### src/include/ild_map.svh
// Register offsets, field positions and reset values of the lookup decode
// Behaviour
// - Two-input upper: pin 6 from table bits 7:4
// - Two-input lower: pin 2 from table bits 3:0
// - Three-input upper: pin 7 from second table
// - Upper nibble acts only in two-input upper mode
// - Lower nibble acts only in two-input lower mode
// - Second table acts only in three-input mode
// - Upper mode 00 leaves pins 7:4 plain
// - Upper mode 01 decodes pin 6 from 5:4
// - Upper mode 10 decodes pin 7 from 6:4
// - Lower mode 01 decodes pin 2 from 1:0
`ifndef ILD_MAP_SVH
`define ILD_MAP_SVH

// ==========================================================================
// Register offsets
`define ILD_ADDR_MODE 8'h10
`define ILD_ADDR_TBL0 8'h11
`define ILD_ADDR_TBL1 8'h12

// ==========================================================================
// Reset values
`define ILD_RST_MODE 8'h00
`define ILD_RST_TBL 8'h00
`define ILD_RD_UNMAPPED 8'h00

// ==========================================================================
// Mode register fields
`define ILD_MODE_HI_MSB 5
`define ILD_MODE_HI_LSB 4
`define ILD_MODE_LO_MSB 1
`define ILD_MODE_LO_LSB 0

// ==========================================================================
// Mode encodings
`define ILD_MODE_OFF_VAL 2'h0
`define ILD_MODE_TWO_VAL 2'h1
`define ILD_MODE_THREE_VAL 2'h2
`define ILD_MODE_SPLIT_VAL 2'h3

`endif

### src/include/ild_pkg.sv
// Types shared by the lookup decode files
`include "ild_map.svh"
`default_nettype none

package ild_pkg;

    // Logic mode of one pin half, binary count along off, two-input, three-input
    typedef enum logic [1:0] {
        ILD_MODE_OFF = `ILD_MODE_OFF_VAL,
        ILD_MODE_TWO = `ILD_MODE_TWO_VAL,
        ILD_MODE_THREE = `ILD_MODE_THREE_VAL,
        ILD_MODE_SPLIT = `ILD_MODE_SPLIT_VAL
    } ild_mode_e;

    typedef logic [7:0] ild_byte_t;

endpackage

`default_nettype wire

### src/logic/ild_regs.sv
// Mode and lookup table registers behind the serial register port
`include "ild_map.svh"
`default_nettype none

module ild_regs (
    input wire logic clk, // 20 MHz device clock
    input wire logic rst, // Asynchronous reset, active high
    input wire logic reg_wr_en, // Write strobe from the serial port
    input wire ild_pkg::ild_byte_t reg_addr, // Register address
    input wire ild_pkg::ild_byte_t reg_wdata, // Write data
    output ild_pkg::ild_byte_t reg_rdata, // Read data of reg_addr
    output logic reg_hit, // Address is one of ours
    output ild_pkg::ild_mode_e mode_hi, // upper_half_logic_mode
    output ild_pkg::ild_mode_e mode_lo, // lower_half_logic_mode
    output ild_pkg::ild_byte_t tbl0, // two_input_lookup_table
    output ild_pkg::ild_byte_t tbl1 // upper_three_input_lookup_table
);
    import ild_pkg::*;

    ild_byte_t mode_reg;
    ild_byte_t next_rdata;
    logic hit_mode;
    logic hit_tbl0;
    logic hit_tbl1;

    // Address decode
    assign hit_mode = reg_addr == `ILD_ADDR_MODE;
    assign hit_tbl0 = reg_addr == `ILD_ADDR_TBL0;
    assign hit_tbl1 = reg_addr == `ILD_ADDR_TBL1;
    assign reg_hit = hit_mode | hit_tbl0 | hit_tbl1;

    // Readback; reserved mode bits and unmapped addresses read zero
    assign next_rdata = hit_mode ? mode_reg :
                        hit_tbl0 ? tbl0 :
                        hit_tbl1 ? tbl1 : `ILD_RD_UNMAPPED;

    // Only the two mode fields are stored
    always_ff @(posedge clk or posedge rst) begin
        if (rst) begin
            mode_reg <= `ILD_RST_MODE;
        end else if (reg_wr_en && hit_mode) begin
            mode_reg <= `ILD_RST_MODE;
            mode_reg[`ILD_MODE_HI_MSB:`ILD_MODE_HI_LSB] <=
                reg_wdata[`ILD_MODE_HI_MSB:`ILD_MODE_HI_LSB];
            mode_reg[`ILD_MODE_LO_MSB:`ILD_MODE_LO_LSB] <=
                reg_wdata[`ILD_MODE_LO_MSB:`ILD_MODE_LO_LSB];
        end
    end

    // Lookup tables
    always_ff @(posedge clk or posedge rst) begin
        if (rst) begin
            tbl0 <= `ILD_RST_TBL;
            tbl1 <= `ILD_RST_TBL;
        end else begin
            if (reg_wr_en && hit_tbl0) tbl0 <= reg_wdata;
            if (reg_wr_en && hit_tbl1) tbl1 <= reg_wdata;
        end
    end

    // Registered read data
    always_ff @(posedge clk or posedge rst) begin
        if (rst) begin
            reg_rdata <= `ILD_RD_UNMAPPED;
        end else begin
            reg_rdata <= next_rdata;
        end
    end

    assign mode_hi = ild_mode_e'(mode_reg[`ILD_MODE_HI_MSB:`ILD_MODE_HI_LSB]);
    assign mode_lo = ild_mode_e'(mode_reg[`ILD_MODE_LO_MSB:`ILD_MODE_LO_LSB]);

endmodule // ild_regs

`default_nettype wire

### src/logic/ild_decode.sv
// Programmable lookup decode of the expander pins, with its registers
`include "ild_map.svh"
`default_nettype none

module ild_decode (
    input wire logic clk, // 20 MHz device clock
    input wire logic rst, // Asynchronous reset, active high
    input wire logic reg_wr_en, // Write strobe from the serial port
    input wire ild_pkg::ild_byte_t reg_addr, // Register address
    input wire ild_pkg::ild_byte_t reg_wdata, // Write data
    output ild_pkg::ild_byte_t reg_rdata, // Read data, one cycle later
    output logic reg_hit, // Address decodes to a register
    input wire ild_pkg::ild_byte_t pin_in, // Sampled pin levels 7:0
    output ild_pkg::ild_byte_t dec_out, // Decoded pin values
    output ild_pkg::ild_byte_t dec_drive // Pin taken over by decode
);
    import ild_pkg::*;

    // ======================================================================
    // Helpers

    // Pick one bit of a four-entry table by a two-bit index
    function automatic logic lut4(input logic [3:0] tbl,
                                  input logic [1:0] idx);
        lut4 = tbl[idx];
    endfunction

    // ======================================================================
    // Registers

    ild_mode_e mode_hi;
    ild_mode_e mode_lo;
    ild_byte_t tbl0;
    ild_byte_t tbl1;

    ild_regs u_regs (
        .clk(clk),
        .rst(rst),
        .reg_wr_en(reg_wr_en),
        .reg_addr(reg_addr),
        .reg_wdata(reg_wdata),
        .reg_rdata(reg_rdata),
        .reg_hit(reg_hit),
        .mode_hi(mode_hi),
        .mode_lo(mode_lo),
        .tbl0(tbl0),
        .tbl1(tbl1)
    );

    // ======================================================================
    // Decode

    logic sel_two_hi;
    logic sel_three_hi;
    logic sel_two_lo;
    logic lut_hi;
    logic lut_lo;
    logic lut_three;
    ild_byte_t next_dec_out;
    ild_byte_t next_dec_drive;

    // Mode selection; off and reserved codes take no pin
    assign sel_two_hi = mode_hi == ILD_MODE_TWO;
    assign sel_three_hi = mode_hi == ILD_MODE_THREE;
    assign sel_two_lo = mode_lo == ILD_MODE_TWO;

    // Table lookups, recomputed every cycle from live pins
    assign lut_hi = lut4(tbl0[7:4], pin_in[5:4]);
    assign lut_lo = lut4(tbl0[3:0], pin_in[1:0]);
    assign lut_three = tbl1[pin_in[6:4]];

    // Pin 7 three-input, pin 6 and pin 2 two-input, others plain
    assign next_dec_drive = {sel_three_hi, sel_two_hi, 3'h0,
                             sel_two_lo, 2'h0};
    assign next_dec_out = {sel_three_hi & lut_three, sel_two_hi & lut_hi,
                           3'h0, sel_two_lo & lut_lo, 2'h0};

    // Output flops
    always_ff @(posedge clk or posedge rst) begin
        if (rst) begin
            dec_out <= `ILD_RST_TBL;
            dec_drive <= `ILD_RST_TBL;
        end else begin
            dec_out <= next_dec_out;
            dec_drive <= next_dec_drive;
        end
    end
endmodule // ild_decode

`default_nettype wire

### config.mk
export PLATFORM = sky130hd
export DESIGN_NAME = ild_decode
export DESIGN_NICKNAME = d
export VERILOG_FILES = /design/src/include/ild_pkg.sv /design/src/logic/ild_regs.sv /design/src/logic/ild_decode.sv
export VERILOG_INCLUDE_DIRS = /design/src /design/src/include
export SDC_FILE = /design/constraint.sdc
export NUM_CORES = 1
export LEC_CHECK = 0
export ABC_CLOCK_PERIOD_IN_PS = 3600
export BUFFER_PORTS_ARGS = -buffer_cell sky130_fd_sc_hd__buf_2
export CAP_MARGIN = 20
export CORE_ASPECT_RATIO = 1.75
export CORE_MARGIN = 8
export CORE_UTILIZATION = 45
export DETAILED_ROUTE_END_ITERATION = 10
export GPL_TIMING_DRIVEN = 0
export PLACE_DENSITY = 0.73
export SYNTH_ARGS = -nofsm -noshare
export SYNTH_HDL_FRONTEND = slang
export SYNTH_SLANG_ARGS = --single-unit
### constraint.sdc
create_clock -name clk -period 3.6 [get_ports clk]
set_clock_uncertainty 0.2 [all_clocks]
set_input_delay 0.36 -clock clk [delete_from_list [all_inputs] [get_ports clk]]
set_output_delay 0.36 -clock clk [all_outputs]
set_load 0.02 [all_outputs]
[After elaboration in Yosys (flattened, before gate mapping)]
Cells that the tools add are included.
Cells by class
  add/subtract/negate cells: 0
  multiply operators: 0
  divide/modulo/power cells: 0
  $lt $le $gt $ge: 3
  eq/ne operators: 6
  shift-type cells: 0
  multiplexer cells: 9
  bitwise gates (word level): 5
  reduce and logical (&&, ||, !) cells: 3
Operators with widths (number)
  8-bit by 5-bit equality test with 1-bit output, second input constant: 3
  8-bit 2-to-1 mux: 3
  2-bit by 3-bit less-than comparator with 1-bit output, second input constant: 2
  1-bit binary-select mux with 2-bit select: 2
  2-bit by 1-bit equality test with 1-bit output, second input constant: 2
  3-bit by 4-bit less-than comparator with 1-bit output, second input constant: 1
  1-bit AND: 3
  1-bit binary-select mux with 3-bit select: 1
  1-bit logical AND: 3
  1-bit 2-to-1 mux: 3
  2-bit equality test, second input constant: 1
  1-bit OR: 2
Storage, ports and cells
  register bits: 34
  bits in latches: 0
  memory bits (writable): 0
  bits in read-only memories: 0
  bits of input ports: 27
  output and inout bits: 25
  logic and storage cells: 32
  memories kept: 0

[Longest topological paths before layout]
  word-level depth: 4
  gate-level depth with buffers: 5
  mapped depth without buffers: 3

[Modules after synthesis]
A second synthesis with hierarchy kept.
Unflattened totals
  cells, all modules: 112
  area, all modules: 1571.5 um^2
Modules (own cells, without submodules)
  ild_regs: times used 1, cells each 83, area an instance 1188.6 um^2, sequential area each 700.7 um^2
  ild_decode: times used 1, cells each 29, area an instance 382.9 um^2, sequential area each 150.1 um^2

[Least setup slack after synthesis]
No wires, ideal clock.
  path kind: input-to-output
  start point: input port reg_addr[3]
  end point: output port reg_hit
  data arrival time: 1.312 ns
  required time: 3.040 ns
  setup slack: 1.728 ns
  stages: 3
  cells stage by stage: nor4b_4 -> nand2_1 -> a21oi_1
On the way
  cells in the longest elaborated chain, start to end: 3
Ends and longest elaborated chain
  start, declared: line ild_decode.sv:9  | input wire ild_pkg::ild_byte_t reg_addr,
  8-bit by 5-bit equality test with 1-bit output (no line)
  1-bit OR: line ild_regs.sv:30  | assign reg_hit = hit_mode | hit_tbl0 | hit_tbl1;
  1-bit OR (*): line ild_regs.sv:30
  end, declared: line ild_decode.sv:12  | output logic reg_hit,
Mark *: on every way between the ends. The rest lies on a longest branch, timed or not.

[Worst setup path in the final report]
Same ends and word-level chain as after synthesis.

==> summary.txt <==
Logic synthesis
  – EDFF count, synth: 0
  – Area leader, netlist: dfrtp_1
  – Area contributors post-synth: dfrtp_1 (56%), mux2_2 (15%), mux4_2 (5.9%)
  – Most frequent cells after synthesis: dfrtp_1 (34), mux2_2 (21), buf_4 (10), nor2_1 (10)
  – Adder-cell area share of the yosys netlist: 0
  – Post-synthesis async set-or-reset flop share: 1.00
  – Synth top area share: 0.555
  – Synth Area in Compound Gates: 0.0457
  – Synth Area in XOR/XNOR: 0
  – Top-count cell post-synth: dfrtp_1
  – Largest family of logic cells by synthesized area: multiplexers
  – Avg Cell Area, Syn: ~14 µm²
  – Sequential area share after synthesis: 0.555
  – Dominant synthesized flop cell: dfrtp_1
  – Post-synthesis mux area share: 0.239
  – YS warnings: 0
  – Synthesized area: 1530 µm²
  – Simple logic cell fraction of the synthesized area: 0.0963
  – Cells after Synth: 110
  – Post-synthesis cell type count: 19
  – Flops & latches, synth: 34

Placed design
  – Routability cong.: ~0.75
  – Pre-CTS setup slack: between 1.5 and 2 ns
  – HPWL after DPL: between 2000 and 3000 µm
  – IO Port Bufs: 36
  – Area of placed instances: ~1800 µm²
  – Placed cells: 201

Finish
  – Final layout net count: between 150 and 200
  – Final Core Density: 0.578
  – Post-route cell area: around 1900 µm²
  – Diodes inserted: 0
  – Fin cells: 210
  – # fillers: 293
  – Layout cells sized above 1: 0.515
  – Biggest regs: u_regs.reg_rdata x8, u_regs.tbl0 x8, u_regs.tbl1 x8
  – Area grow syn2layout: 25.6%

Floorplan
  – Rows: 28
  – Die width: roughly 60 µm
  – Core Region: approximately 3300 µm²
  – Die extent in y: roughly 93 µm
  – Initial Util: 0.461
  – Die area: roughly 5600 µm²
  – Boundary pin count: 52

Power and ir drop
  – Worst vdd rail ir drop: between 0.2 and 0.3 mV
  – Pwr Total: between 0.7 and 0.8 mW
  – Static Leak: approximately 1.1 nW
  – PwrDens: ~400 nW/µm²

Global route
  – Vias in the first global route: about 1,100
  – First-pass GRT wire length: ~5100 µm
  – Overflow after GRT: 0
  – Initial antenna violation count: 0
  – GRT Util Overall: 0.123
  – Pin count of the biggest net entering global routing: 28

Route
  – First-pass detailed-route iteration total: 4
  – WL met3: just over 300 µm
  – Wire per inst: 15.1 µm
  – Vias: just over 1,000
  – Remaining DRCs: 0
  – Vias per Instance: between 4 and 5
  – Final wirelength: around 3200 µm
  – Wire length on met2: between 1500 and 2000 µm
  – Met1 wire length: approximately 1000 µm
  – Max Used Layer: met4
  – Final ANT Viol Nets: 0
  – DRT iter0 DRCs: 17

STA
  – Final Worst Setup Slack: between 1.5 and 2 ns
  – Max Slew Vio Count: 0
  – Final period utilization: 0.558
  – Final setup viols: 0
  – RSZ-0062 raised after global routing: false
  – Fmax: between 0.4 and 0.5 GHz
  – Final hold vios: 0
  – Hold WS: roughly 0.14 ns
  – Setup TNS after final layout: 0 ns
  – Min cycle time layout: roughly 2.0 ns

Run
  – Max cap viols: 0

Setup path
  – Critical path data required time: 3.04 ns
  – CP max FO: 9
  – R2R Setup Slk: around 2.0 ns
  – Reg-to-reg critical path startpoint: u_regs.tbl1[7]
  – Worst Path Arrival: 1.45 ns
  – R2r endpoint: dec_out[7]
  – Critical Path Source Type: input port
  – Crit end category: primary output
  – FF-to-FF path depth: 3
  – CP Class: input port to primary output

Hold path
  – Hold_sp: reg_wdata[2]
  – Worst hold path endpoint: u_regs.tbl1[2]
  – Worst hold path class: input port to flop
  – Hold path cells: 2

Clock network
  – # clock sinks: 34
  – TritonCTS clock tree: done
  – CTS H-tree depth: 2
  – Post-CTS Setup Inserts: 0
  – Number of CTS-inserted buffers: 5
  – Worst skew pair latency: between 0.2 and 0.3 ns
  – Post-CTS Hold Buffers: 1
  – Cells resized by post-CTS repair: 0
  – Root Buffer: clkbuf_8
  – Clk buf depth: 2
  – CTS clk-pin slew, worst paths: 0.06 ns

Outcome
  – Status: completed
critical path, cell delays in order:
cell and delay [ns]:
buf_2 0.11, nor4b_4 0.37, nand2_1 0.25, a21oi_1 0.16
buf_2 0.19
cell type report:
| cell class | count | area (µm²) | area share |
|---|---|---|---|
| inverters | 1 | 3.75 | 0.00195 |
| flip-flops and latches | 34 | 851 | 0.442 |
| clock buffers | 7 | 86.3 | 0.0449 |
| repair buffers | 38 | 210 | 0.109 |
| well taps | 45 | 56.3 | 0.0293 |
| multi-input cells | 71 | 622 | 0.323 |
| clock inverters | 1 | 5.00 | 0.00260 |
| plain buffers | 13 | 90.1 | 0.0468 |
per-layer routing:
layer  GRT usage  up-vias
li1            -      481
met1       0.110      478
met2       0.199       42
met3      0.0495       13
met4       0.118        0
met5           0        -
where the power goes:
group	switching, mW	total (mW)	internal (mW)
clock network	0.125	0.279	0.154
registers	0.00901	0.404	0.395
logic	0.0429	0.0848	0.0419
total	0.177	0.767	0.591
cells in the final DEF (no fill, tap or decap):
master          n
clkinv_2        1
mux4_2          4
a21oi_1         1
nand4_1         1
buf_4          10
clkbuf_1        1
buf_12          1
mux2_2         21
and2_1          3
dfrtp_1        34
buf_2          39
clkbuf_8        6
nor2b_1         4
inv_1           1
nor4b_4         1
nand2_1         1
conb_1         10
a2bb2oi_1       4
a22oi_1         4
and2b_1         1
dlygate4sd3_1   1
nand4_2         2
mux2i_1         4
nor2_1         10
logic make-up after synthesis:
family / count (synthesis)
other cells: 1
simple gates: 23
compound gates: 9
mux: 29
flops: 34
buf+inv: 14
worst max-delay path by stage:
stage                           start  endpoint  slack (ns)  cells past startpoint
after floorplan           reg_addr[3]   reg_hit        1.73                      3
after global placement    reg_addr[3]   reg_hit        1.59                      5
after detailed placement  reg_addr[3]   reg_hit        1.59                      5
after CTS                 reg_addr[3]   reg_hit        1.59                      5
after global routing      reg_addr[3]   reg_hit        1.51                      5
final                     reg_addr[3]   reg_hit        1.59                      5
Note: power is estimated with default switching activity, not from simulation.
